File: src/verilog/wsr_consts.svh
// Function
// - top three frame bits 000 select this register
// - bit 12 flags read-only, resets to 0
// - read-only frame returns content, alters nothing; here it still stores its bit 12 flag as 1
// - select 0: Normal window, Standby timeout
// - select 1: Normal timeout, Standby off
// - period field 10:8, reset to 100
// - bit 7 reads 0 while disable pin low
// - bit 7 reads 1 when disabled; writing resets
// - bit 6 reports main regulator undervoltage
// - bit 5 reports transceiver regulator undervoltage
// - bit 4 reports first wake input level
// - bit 3 reports second wake input level
// - sample on falling edge, shift on rising
`ifndef WSR_CONSTS_SVH
`define WSR_CONSTS_SVH
`define WSR_OFFSET       3'h0
`define WSR_ADDR_MSB     15
`define WSR_ADDR_LSB     13
`define WSR_RDONLY_BIT   12
`define WSR_MODE_SEL_BIT 11
`define WSR_PERIOD_MSB   10
`define WSR_PERIOD_LSB   8
`define WSR_OFF_FLAG_BIT 7
`define WSR_MAIN_LOW_BIT 6
`define WSR_XCVR_LOW_BIT 5
`define WSR_WL1_BIT      4
`define WSR_WL2_BIT      3
`define WSR_RSV_MSB      2
`define WSR_RDONLY_RST   1'h0
`define WSR_MODE_SEL_RST 1'h0
`define WSR_PERIOD_RST   3'h4
`define WSR_FRAME_BITS   5'h10
`define WSR_CNT_CAP      5'h11
`define WSR_HDR_LAST     5'h02
`define WSR_MS_000       13'h0008
`define WSR_MS_001       13'h0010
`define WSR_MS_010       13'h0020
`define WSR_MS_011       13'h0040
`define WSR_MS_100       13'h0080
`define WSR_MS_101       13'h0100
`define WSR_MS_110       13'h0400
`define WSR_MS_111       13'h1000
`endif

File: src/verilog/wsr_pkg.sv
package wsr_pkg;
	typedef enum logic [1:0] {
		WSR_WD_OFF,
		WSR_WD_WINDOW,
		WSR_WD_TIMEOUT
	} wsr_wd_mode_t;
	typedef enum logic {
		WSR_IDLE,
		WSR_XFER
	} wsr_state_t;
endpackage

File: src/verilog/wsr_watchdog_status.sv
`timescale 1ns/100ps
`include "wsr_consts.svh"
module wsr_watchdog_status (
	input  wire logic                 clk_i,
	input  wire logic                 rst_i,
	input  wire logic                 ce_i,
	input  wire logic                 spi_cs_n_i,
	input  wire logic                 spi_sck_i,
	input  wire logic                 spi_sdi_i,
	output logic                      spi_sdo_o,
	output logic                      spi_sdo_oe_o,
	input  wire logic                 watchdog_disable_pin_i,
	input  wire logic                 main_supply_low_i,
	input  wire logic                 transceiver_supply_low_i,
	input  wire logic                 wake_input_one_pin_i,
	input  wire logic                 wake_input_two_pin_i,
	input  wire logic                 normal_mode_i,
	input  wire logic                 standby_mode_i,
	output wsr_pkg::wsr_wd_mode_t     watchdog_mode_o,
	output logic [2:0]                watchdog_period_select_o,
	output logic [12:0]               watchdog_period_ms_o,
	output logic                      soft_reset_o
);

	// one lane per pin: chip select, sck, data in and five status pins
	localparam int NSYNC = 8;

	logic [NSYNC-1:0]            pin_raw;
	logic [NSYNC-1:0]            sync1_reg;
	logic [NSYNC-1:0]            sync2_reg;
	logic                        cs_n_s;
	logic                        sck_s;
	logic                        sdi_s;
	logic                        watchdog_disable_pin;
	logic                        main_supply_low_flag;
	logic                        transceiver_supply_low_flag;
	logic                        wake_input_one_level;
	logic                        wake_input_two_level;

	assign pin_raw = {
		wake_input_two_pin_i,
		wake_input_one_pin_i,
		transceiver_supply_low_i,
		main_supply_low_i,
		watchdog_disable_pin_i,
		spi_sdi_i,
		spi_sck_i,
		spi_cs_n_i
	};

	// two-stage synchroniser per pin
	// chip select resets high and the rest low, the idle levels of the pins,
	// so no false frame edge follows reset
	genvar gi;
	generate
		for (gi = 0; gi < NSYNC; gi = gi + 1) begin : g_sync
			always_ff @(posedge clk_i or posedge rst_i) begin
				if (rst_i) begin
					sync1_reg[gi] <= (gi == 0);
					sync2_reg[gi] <= (gi == 0);
				end else if (ce_i) begin
					sync1_reg[gi] <= pin_raw[gi];
					sync2_reg[gi] <= sync1_reg[gi];
				end
			end
		end
	endgenerate

	assign cs_n_s                      = sync2_reg[0];
	assign sck_s                       = sync2_reg[1];
	assign sdi_s                       = sync2_reg[2];
	assign watchdog_disable_pin        = sync2_reg[3];
	assign main_supply_low_flag        = sync2_reg[4];
	assign transceiver_supply_low_flag = sync2_reg[5];
	assign wake_input_one_level        = sync2_reg[6];
	assign wake_input_two_level        = sync2_reg[7];

	logic                        cs_n_d_reg;
	logic                        sck_d_reg;
	logic                        frame_start;
	logic                        frame_end;
	logic                        sck_rise;
	logic                        sck_fall;

	always_ff @(posedge clk_i or posedge rst_i) begin
		if (rst_i) begin
			cs_n_d_reg <= 1'b1;
			sck_d_reg  <= 1'b0;
		end else if (ce_i) begin
			cs_n_d_reg <= cs_n_s;
			sck_d_reg  <= sck_s;
		end
	end

	// sck edges count only while chip select is low
	assign frame_start = cs_n_d_reg & ~cs_n_s;
	assign frame_end   = ~cs_n_d_reg & cs_n_s;
	assign sck_rise    = ~cs_n_s & ~sck_d_reg & sck_s;
	assign sck_fall    = ~cs_n_s & sck_d_reg & ~sck_s;

	// stored fields
	logic                        read_only_access_flag_reg;
	logic                        watchdog_mode_select_reg;
	logic [2:0]                  watchdog_period_select_reg;
	logic [15:0]                 read_word;

	// status bits follow the synchronised pins; the word is snapshotted per frame
	assign read_word[`WSR_ADDR_MSB:`WSR_ADDR_LSB] = `WSR_OFFSET;
	assign read_word[`WSR_RDONLY_BIT]   = read_only_access_flag_reg;
	assign read_word[`WSR_MODE_SEL_BIT] = watchdog_mode_select_reg;
	assign read_word[`WSR_PERIOD_MSB:`WSR_PERIOD_LSB] = watchdog_period_select_reg;
	assign read_word[`WSR_OFF_FLAG_BIT] = watchdog_disable_pin;
	assign read_word[`WSR_MAIN_LOW_BIT] = main_supply_low_flag;
	assign read_word[`WSR_XCVR_LOW_BIT] = transceiver_supply_low_flag;
	assign read_word[`WSR_WL1_BIT] = wake_input_one_level;
	assign read_word[`WSR_WL2_BIT] = wake_input_two_level;
	assign read_word[`WSR_RSV_MSB:0] = 3'h0;

	// frame engine
	wsr_pkg::wsr_state_t         state_reg;
	wsr_pkg::wsr_state_t         state_next;
	logic [15:0]                 tx_reg;
	logic [15:0]                 rx_reg;
	logic [15:0]                 rx_next;
	logic [4:0]                  cnt_reg;
	logic                        addr_miss_reg;
	logic                        sdo_reg;
	logic                        hdr_bit;
	logic [2:0]                  hdr_addr;

	// the frame ends on any chip-select release, whatever the bit count
	always_comb begin
		state_next = state_reg;
		case (state_reg)
			wsr_pkg::WSR_IDLE: begin
				if (frame_start) begin
					state_next = wsr_pkg::WSR_XFER;
				end
			end
			wsr_pkg::WSR_XFER: begin
				if (cs_n_s) begin
					state_next = wsr_pkg::WSR_IDLE;
				end
			end
			default: begin
				state_next = wsr_pkg::WSR_IDLE;
			end
		endcase
	end

	// header is complete on the third sampled bit, the one being taken now
	assign rx_next  = {rx_reg[14:0], sdi_s};
	assign hdr_bit  = sck_fall & (cnt_reg == `WSR_HDR_LAST);
	assign hdr_addr = {rx_reg[1:0], sdi_s};

	always_ff @(posedge clk_i or posedge rst_i) begin
		if (rst_i) begin
			state_reg <= wsr_pkg::WSR_IDLE;
		end else if (ce_i) begin
			state_reg <= state_next;
		end
	end

	// outgoing bit moves on sck rising, incoming bit taken on sck falling
	// bit 15 stays in tx_reg for the first sck rise: the master samples on the
	// fall after that rise, so consuming it at frame start would drop it
	always_ff @(posedge clk_i or posedge rst_i) begin
		if (rst_i) begin
			tx_reg  <= 16'h0000;
			sdo_reg <= 1'b0;
		end else if (ce_i) begin
			if (frame_start) begin
				tx_reg  <= read_word;
				sdo_reg <= read_word[15];
			end else if (sck_rise && state_reg == wsr_pkg::WSR_XFER) begin
				tx_reg  <= {tx_reg[14:0], 1'b0};
				sdo_reg <= tx_reg[15];
			end
		end
	end

	always_ff @(posedge clk_i or posedge rst_i) begin
		if (rst_i) begin
			rx_reg  <= 16'h0000;
			cnt_reg <= 5'h00;
		end else if (ce_i) begin
			if (frame_start) begin
				rx_reg  <= 16'h0000;
				cnt_reg <= 5'h00;
			end else if (sck_fall && state_reg == wsr_pkg::WSR_XFER) begin
				rx_reg <= rx_next;
				// saturate so an overlong frame never wraps back to a full count
				if (cnt_reg != `WSR_CNT_CAP) begin
					cnt_reg <= cnt_reg + 5'h01;
				end
			end
		end
	end

	// release the data line once the header names another register
	always_ff @(posedge clk_i or posedge rst_i) begin
		if (rst_i) begin
			addr_miss_reg <= 1'b0;
		end else if (ce_i) begin
			if (frame_start) begin
				addr_miss_reg <= 1'b0;
			end else if (hdr_bit && state_reg == wsr_pkg::WSR_XFER) begin
				addr_miss_reg <= (hdr_addr != `WSR_OFFSET);
			end
		end
	end

	assign spi_sdo_o    = sdo_reg;
	assign spi_sdo_oe_o = (state_reg == wsr_pkg::WSR_XFER) & ~cs_n_s & ~addr_miss_reg;

	// commit on chip-select release after exactly one full frame
	// a frame cut short or overlong leaves every field untouched
	logic                        commit;
	logic                        commit_rw;

	assign commit = frame_end && state_reg == wsr_pkg::WSR_XFER
		&& cnt_reg == `WSR_FRAME_BITS
		&& rx_reg[`WSR_ADDR_MSB:`WSR_ADDR_LSB] == `WSR_OFFSET;
	assign commit_rw = commit & ~rx_reg[`WSR_RDONLY_BIT];

	// the access flag follows every addressed frame, the rest only read/write frames
	always_ff @(posedge clk_i or posedge rst_i) begin
		if (rst_i) begin
			read_only_access_flag_reg  <= `WSR_RDONLY_RST;
			watchdog_mode_select_reg   <= `WSR_MODE_SEL_RST;
			watchdog_period_select_reg <= `WSR_PERIOD_RST;
		end else if (ce_i) begin
			if (commit) begin
				read_only_access_flag_reg <= rx_reg[`WSR_RDONLY_BIT];
			end
			if (commit_rw) begin
				watchdog_mode_select_reg   <= rx_reg[`WSR_MODE_SEL_BIT];
				watchdog_period_select_reg <= rx_reg[`WSR_PERIOD_MSB:`WSR_PERIOD_LSB];
			end
		end
	end

	// software reset request when the status bit is written as one
	// commit lasts one cycle, so the request is a one-cycle pulse
	always_ff @(posedge clk_i or posedge rst_i) begin
		if (rst_i) begin
			soft_reset_o <= 1'b0;
		end else if (ce_i) begin
			soft_reset_o <= commit_rw & rx_reg[`WSR_OFF_FLAG_BIT];
		end
	end

	// watchdog mode and nominal period
	wsr_pkg::wsr_wd_mode_t       mode_next;
	logic [12:0]                 period_ms_next;

	// a high disable pin forces the watchdog off whatever the mode select says
	always_comb begin
		mode_next = wsr_pkg::WSR_WD_OFF;
		if (watchdog_disable_pin) begin
			mode_next = wsr_pkg::WSR_WD_OFF;
		end else if (normal_mode_i) begin
			if (watchdog_mode_select_reg) begin
				mode_next = wsr_pkg::WSR_WD_TIMEOUT;
			end else begin
				mode_next = wsr_pkg::WSR_WD_WINDOW;
			end
		end else if (standby_mode_i) begin
			if (watchdog_mode_select_reg) begin
				mode_next = wsr_pkg::WSR_WD_OFF;
			end else begin
				mode_next = wsr_pkg::WSR_WD_TIMEOUT;
			end
		end
	end

	// the two longest periods break the doubling pattern, hence a table
	always_comb begin
		case (watchdog_period_select_reg)
			3'h0: period_ms_next = `WSR_MS_000;
			3'h1: period_ms_next = `WSR_MS_001;
			3'h2: period_ms_next = `WSR_MS_010;
			3'h3: period_ms_next = `WSR_MS_011;
			3'h4: period_ms_next = `WSR_MS_100;
			3'h5: period_ms_next = `WSR_MS_101;
			3'h6: period_ms_next = `WSR_MS_110;
			default: period_ms_next = `WSR_MS_111;
		endcase
	end

	always_ff @(posedge clk_i or posedge rst_i) begin
		if (rst_i) begin
			watchdog_mode_o          <= wsr_pkg::WSR_WD_OFF;
			watchdog_period_select_o <= `WSR_PERIOD_RST;
			watchdog_period_ms_o     <= `WSR_MS_100;
		end else if (ce_i) begin
			watchdog_mode_o          <= mode_next;
			watchdog_period_select_o <= watchdog_period_select_reg;
			watchdog_period_ms_o     <= period_ms_next;
		end
	end

endmodule

File: config.mk
export PLATFORM = sky130hd
export DESIGN_NAME = wsr_watchdog_status
export DESIGN_NICKNAME = d
export VERILOG_FILES = /design/src/verilog/wsr_pkg.sv /design/src/verilog/wsr_watchdog_status.sv
export VERILOG_INCLUDE_DIRS = /design/src /design/src/verilog
export SDC_FILE = /design/constraint.sdc
export NUM_CORES = 1
export LEC_CHECK = 0
export ABC_CLOCK_PERIOD_IN_PS = 4600
export BUFFER_PORTS_ARGS = -buffer_cell sky130_fd_sc_hd__buf_4
export CAP_MARGIN = 30
export CORE_MARGIN = 2
export CORE_UTILIZATION = 62
export DETAILED_ROUTE_END_ITERATION = 10
export HOLD_SLACK_MARGIN = 0.06
export PLACE_DENSITY = 0.84
export RECOVER_POWER = 50
export SETUP_SLACK_MARGIN = 0.2
export SYNTH_ARGS = -nofsm -noshare
export SYNTH_HDL_FRONTEND = slang
export SYNTH_SLANG_ARGS = --single-unit
File: constraint.sdc
create_clock -name clk_i -period 4.6 [get_ports clk_i]
set_input_delay 0.23 -clock clk_i [delete_from_list [all_inputs] [get_ports clk_i]]
set_output_delay 0.23 -clock clk_i [all_outputs]
set_load 0.005 [all_outputs]
==> impl_results.md, run 1 <==
- Initial DRT Pass Iterations: 4
- Min-delay worst type: in -> reg
- Sequential share of the synthesized area: 0.589
- Site Rows: 25
- Vias in the first global route: 1937
- Final slew viol count: 34
- Layout area overhead: 14.4%
- Sinks on Clock Net: 74
- Slew @ Worst Pin: 1560 ps
- Root buffer cell: clkbuf_8
- Via/cell ratio: roughly 5.6
- Static leakage: 1.71 nW
- Starting Density: 0.656
- CTS tree: built
- CP Capture Type: register
- Final hold vios: 0
- Vias post-DR: 1923
- R2r endpoint: cnt_reg[2]
- Largest net degree at the start of global routing: 41
- Asr flop ratio synth: 1.00
- Synth warnings: 0
- R2R Setup Slk: 2510 ps
- Clock skew: 10.0 ps
- Avg Inst Size Synth: approximately 13 um^2
- Ports: 34
- Distinct cells, synth: 39
- Antenna violations before repair: 0
- DP Area: roughly 3400 um^2
- Synth area leader: dfrtp_1
- Highest Clock Rate: 415 MHz
- Worst path arrival time: 2700 ps
- Layout cells sized above 1: 0.268
- Residual DRC: 0
- Max Fanout on Critical Path: 33
- Worst hold stages: 2
- Count leader, synth: dfrtp_1
- Top post-synthesis cells by count: dfrtp_1 (68), a22o_1 (22), mux2_2 (20), o21ai_0 (17), nand2_1 (15)
- Max_slew headroom: -0.0412
- Die footprint: about 5700 um^2
- Initial DRC Count: 111
- Final period utilization: 0.523
- Top post-synthesis cells by area: dfrtp_1 (54%), mux2_2 (7.1%), a22o_1 (6.1%), dfstp_2 (5.0%), mux2i_1 (2.9%)
- Worst hold slack: 113 ps
- RSZ-0062 raised after global routing: false
- Critical hold path startpoint: wake_input_one_pin_i
- Die H: 75.4 um
- Post-synth EDFFs: 0
- Total track usage: 0.223
- Resized Gates After CTS: 0
- Worst Path Required: ~4900 ps
- Syn Std Cell Area: 3160 um^2
- Num CTS Buffers: 9
- Violated checks: max-capacitance violations, max-slew violations
- Skew-Pair Late Insertion Delay: 350 ps
- IO Port Bufs: 28
- Core ar.: 4820 um^2
- Drt wl/cell: 15.9 um
- CP Launch Type: input port
- Status: finished, violations left
- Max Cap Violations: 1
- DP HPWL: 3440 um
- Share of Yosys cell area claimed by the top area cell type: 0.539
- Post-route cell area: 3610 um^2
- Synth Flop Type: dfrtp_1
- Global-route wire length before repair: 9190 um
- Layout Nets: between 200 and 300
- CTS H-Tree Depth: 3
- VDD IR max: 0.000300 V
- Hold Path End: sync1_reg[6]
- Setup TNS: 0 ps
- Final GP Congestion: 0.835
- Die W: 75.4 um
- Fin cells: 343
- Clock Pin Slew Worst Setup and Hold Paths: 70 ps
- R2R depth: 4
- WS Path Type: in -> reg
- # diodes: 0
- Total Wirelength: between 5000 and 6000 um
- RR Startpoint: cs_n_s
- Synthesis-stage register bit count: 74
- PwrDens: 428 nW/um^2
- Post-placement cell count: 326
- Final critical-path required period: 2410 ps
- Syn Inst Count: 242
- Setup-failing EPs final: 0
- Gr ovfl total: 0
- Largest register FFs: 16
- Max Buffers Root-to-Sink: 2
- Fillers: between 300 and 400
- Antenna-violating nets left: 0
where the power goes:
group	total, W	leakage (nW)	switching (W)	internal, W
Sequential	0.000786	0.960	0.0000616	0.000725
Combinational	0.000197	0.639	0.000101	0.0000955
Clock	0.000564	0.109	0.000243	0.000321
logic make-up after synthesis:
group,synth area share
adders and majority gates,0.0158
DFF,0.589
and+or+nand+nor,0.0994
muxes,0.119
buffers and inverters,0.0404
other,0.00119
AOI/OAI and AO/OA,0.136
worst max-delay path: stages:
cell and delay, ps:
clkbuf_1 1110, nand3b_4 160, nor4b_4 820, nor3b_1 270
a21o_1 100
metrics by stage:
| step | power, W | worst slack, ps | utilization |
|---|---|---|---|
| 2_1_floorplan | 0.000935 | 2500 | - |
| 3_3_place_gp | 0.000977 | 2620 | 0.701 |
| 3_5_place_dp | 0.000991 | 2580 | 0.704 |
| 4_1_cts | 0.00156 | 2570 | 0.753 |
| 5_1_grt | 0.00162 | 1850 | 0.750 |
| 6_report | 0.00155 | 2190 | 0.750 |
cells in the final DEF (no fill, tap or decap), drive strengths merged, types with 2 or more instances in the layout:
master / instances
nor3b: 4
nor2: 3
bufinv: 2
dfstp: 6
buf: 15
o31ai: 2
mux2: 24
a21o: 2
o2bb2ai: 6
nand2: 15
o32ai: 2
o21ai: 18
a21oi: 3
nand3b: 2
a22o: 22
inv: 9
nor4b: 4
clkbuf: 25
ha: 4
clkinvlp: 2
dfrtp: 68
nor2b: 2
conb: 5
and3b: 2
nand3: 4
mux2i: 9
nand2b: 5
layer usage:
| layer | wire [um] | GRT usage | part of all wire |
|---|---|---|---|
| met1 | 2610 | 0.295 | 0.48 |
| met2 | 2550 | 0.339 | 0.47 |
| met4 | 57 | 0.0780 | 0.010 |
| met5 | 0 | 0 | 0 |
| met3 | 248 | 0.0873 | 0.045 |
how the worst max path moves through the flow:
| stage | start | endpoint | slack [ps] |
|---|---|---|---|
| 6_report | ce_i | cnt_reg[0] | 2190 |
| 3_5_place_dp | cs_n_d_reg | cnt_reg[4] | 2580 |
| 2_1_floorplan | rst_i | addr_miss_reg | 2500 |
| 3_3_place_gp | state_reg | tx_reg[10] | 2620 |
| 4_1_cts | cs_n_d_reg | cnt_reg[4] | 2570 |
| 5_1_grt | ce_i | cnt_reg[0] | 1850 |
cell type report:
type	count	area (um^2)	share of cell area
inverter	8	30.0	0.00831
clock buffer	10	138	0.0381
multi-input combinational	147	1190	0.328
tap	67	83.8	0.0232
sequential	74	1860	0.514
clock inverter	6	88.8	0.0246
timing repair buffer	31	228	0.0630
repair_timing:
item | CTS | global route
hold buffers | 1 | 0
setup buffers | 0 | 0
hold endpoints to repair | 30 | 0
(Power assumes the default switching activity.)
==> run 2, diff against run 1 <==
--- a/config.mk
+++ b/config.mk
@@ -6,14 +6,14 @@
 export SDC_FILE = /design/constraint.sdc
 export NUM_CORES = 1
 export LEC_CHECK = 0
-export ABC_CLOCK_PERIOD_IN_PS = 4600
+export ABC_CLOCK_PERIOD_IN_PS = 2400
 export BUFFER_PORTS_ARGS = -buffer_cell sky130_fd_sc_hd__buf_4
 export CAP_MARGIN = 30
 export CORE_MARGIN = 2
-export CORE_UTILIZATION = 62
+export CORE_UTILIZATION = 58
 export DETAILED_ROUTE_END_ITERATION = 10
 export HOLD_SLACK_MARGIN = 0.06
-export PLACE_DENSITY = 0.84
+export PLACE_DENSITY = 0.79
 export RECOVER_POWER = 50
 export SETUP_SLACK_MARGIN = 0.2
 export SYNTH_ARGS = -nofsm -noshare
==> constraint.sdc (replaced) <==
create_clock -name clk_i -period 2.4 [get_ports clk_i]
set_input_delay 0.12 -clock clk_i [delete_from_list [all_inputs] [get_ports clk_i]]
set_output_delay 0.12 -clock clk_i [all_outputs]
set_load 0.005 [all_outputs]
==> run 2 against run 1 <==
Against the previous run:
- the run now ends clean
- non-clock buffer count up 12
- global-route usage shrank 1.4 points
- power is 77% higher
- clock skew fell by 3.5 ps
- cell count up 4.1%
- design area up 2.2%
- count of clock-buffer cells in the layout up 3
- utilization fell by 3.6 points
- via count is 4.0% higher
- sequential share of layout area is 1.1 points lower
- first-iteration DRC count is 29% higher
- hold slack worse by 34 ps
- largest power group unchanged
- highest routed layer unchanged
==> impl_results.md, run 2 (same netlist as run 1, synthesis figures left out) <==
- Largest net degree at the start of global routing: 49 (+20%)
- Die H: 77.8 um (+3.2%)
- Worst path arrival time: 2080 ps (-620 ps)
- CP Capture Type: register
- Final critical-path required period: 1850 ps
- Post-layout util: 0.714 (-0.0363)
- Residual DRC: 0 (unchanged)
- CTS tree: built
- Max_slew headroom: 0.325 (+0.366)
- DP HPWL: 3660 um (+6.3%)
- Layout Nets: 300 (+4.2%)
- Final GP Congestion: 0.746 (-11%)
- Status: finished clean
- Root buffer cell: clkbuf_8
- Worst Path Required: 2630 ps (-2260 ps)
- Die footprint: 6050 um^2 (+6.5%)
- IO Port Bufs: 28 (unchanged)
- # diodes: 0 (unchanged)
- Clock Pin Slew Worst Setup and Hold Paths: 70 ps (about the same)
- Max Cap Violations: 0 (-1)
- Gr ovfl total: 0 (unchanged)
- Sinks on Clock Net: 74 (unchanged)
- Commonest non-fill, non-tap cell in the layout: dfrtp_1
- Starting Density: 0.611 (-0.0451)
- Skew-Pair Late Insertion Delay: 350 ps (about the same)
- Final WS setup: 550 ps (-1640 ps)
- Initial DRC Count: 143 (+29%)
- Pre-CTS setup slack: 577 ps (-2000 ps)
- CTS hold repair buffers: 9 (+8)
- Final hold vios: 0 (unchanged)
- Max Buffers Root-to-Sink: 2 (unchanged)
- Design Power: 0.00274 W (+77%)
- Post-placement cell count: 333 (+2.1%)
- Resized Gates After CTS: 0 (unchanged)
- Layout area overhead: 16.9%
- CTS H-Tree Depth: 3 (unchanged)
- Min-delay worst type: in -> reg
- Layout cells sized above 1: 0.275 (+0.00715)
- Final period utilization: 0.771
- Clock skew: 6.48 ps (-3.53 ps)
- Antenna violations before repair: 0 (unchanged)
- Via/cell ratio: 5.60 (about the same)
- CP Launch Type: register
- Num CTS Buffers: 9 (unchanged)
- Slew @ Worst Pin: 1010 ps (-551 ps)
- Ports: 34 (unchanged)
- Antenna-violating nets left: 0 (unchanged)
- Final slew viol count: 0 (-100%)
- Most frequent cells in the layout: dfrtp_1 (68), clkbuf_4 (23), a22o_1 (22)
- Core ar.: 5170 um^2 (+7.4%)
- Max Fanout on Critical Path: 10 (-70%)
- Largest register FFs: 16 (unchanged)
- Highest Clock Rate: 540 MHz
- Vias in the first global route: 2070 (+6.9%)
- WS Path Type: reg -> reg
- Fin cells: 357 (+4.1%)
- Site Rows: 26 (+4.0%)
- PwrDens: 742 nW/um^2 (+73%)
- Total track usage: 0.209 (-0.0139)
- Vias post-DR: 2000 (+4.0%)
- RSZ-0062 raised after global routing: false
- Static leakage: 1.75 nW (+2.4%)
- Drt wl/cell: 15.4 um (-3.3%)
- Initial DRT Pass Iterations: 4 (unchanged)
- Die W: 77.8 um (+3.2%)
- Total Wirelength: 5500 um (+0.66%)
- Post CTS Setup Buffer Count: 0 (unchanged)
- Global-route wire length before repair: 9710 um (+5.6%)
- VDD IR max: 0.000549 V (+83%)
- Setup TNS: 0 ps (unchanged)
- Setup-failing EPs final: 0 (unchanged)
-- run 2: cell count changes in the layout (fill, tap and decap cells not counted), moves of 2 or more --
| cell | delta |
|---|---|
| buf_4 | -4 |
| bufinv_16 | -2 |
| clkbuf_4 | +11 |
| dlygate4sd3_1 | +8 |
-- run 2: report_power, final --
part / internal (W) / total [W] / leakage, nW / switching (W)
sequential: 0.00139 / 0.00150 / 0.959 / 0.000112
clock: 0.000425 / 0.000852 / 0.0855 / 0.000427
combinational: 0.000197 / 0.000385 / 0.703 / 0.000189
-- run 2: worst max-delay path, stage by stage, from the launching register on --
cell and delay [ps]:
dfstp_1 720, nor4bb_1 240, and4bb_1 250, and2b_4 210, mux2_4 300
-- run 2: area by class of cell --
type | count | area (um^2)
fill | 360 | 1480
inverter | 8 | 30.0
timing repair buffer | 43 | 358
clock inverter | 2 | 12.5
sequential | 74 | 1860
tap | 70 | 87.6
multi-input combinational | 147 | 1190
clock buffer | 13 | 159
-- run 2: per-stage QoR --
step           hold WS [ps]  cell area, um^2
6_report               78.9             3690
3_3_place_gp            214             3430
2_1_floorplan           272             3170
5_1_grt                82.3             3690
3_5_place_dp            220             3430
4_1_cts                76.5             3690
-- run 2: path summary, 6_finish.rpt --
kind | startpoint | to | slack [ps] | cells after the start
worst max-delay path | cs_n_s | watchdog_period_select_reg[0] | 550 | 4
max in group asynchronous | rst_i | watchdog_period_select_o[2] | 990 | 4
worst max register to register | cs_n_s | watchdog_period_select_reg[0] | 550 | 4
worst min register to register | watchdog_mode_o[0] | watchdog_mode_o[0] | 480 | 1
min in group asynchronous | rst_i | sync1_reg[2] | 580 | 3
worst min-delay path | ce_i | cs_n_d_reg | 80 | 2
-- run 2: metal layers --
layer / track usage / wire (um)
met2: 0.330 / 2620
met3: 0.0570 / 205
met1: 0.267 / 2550
met5: 0 / 0
met4: 0.104 / 126
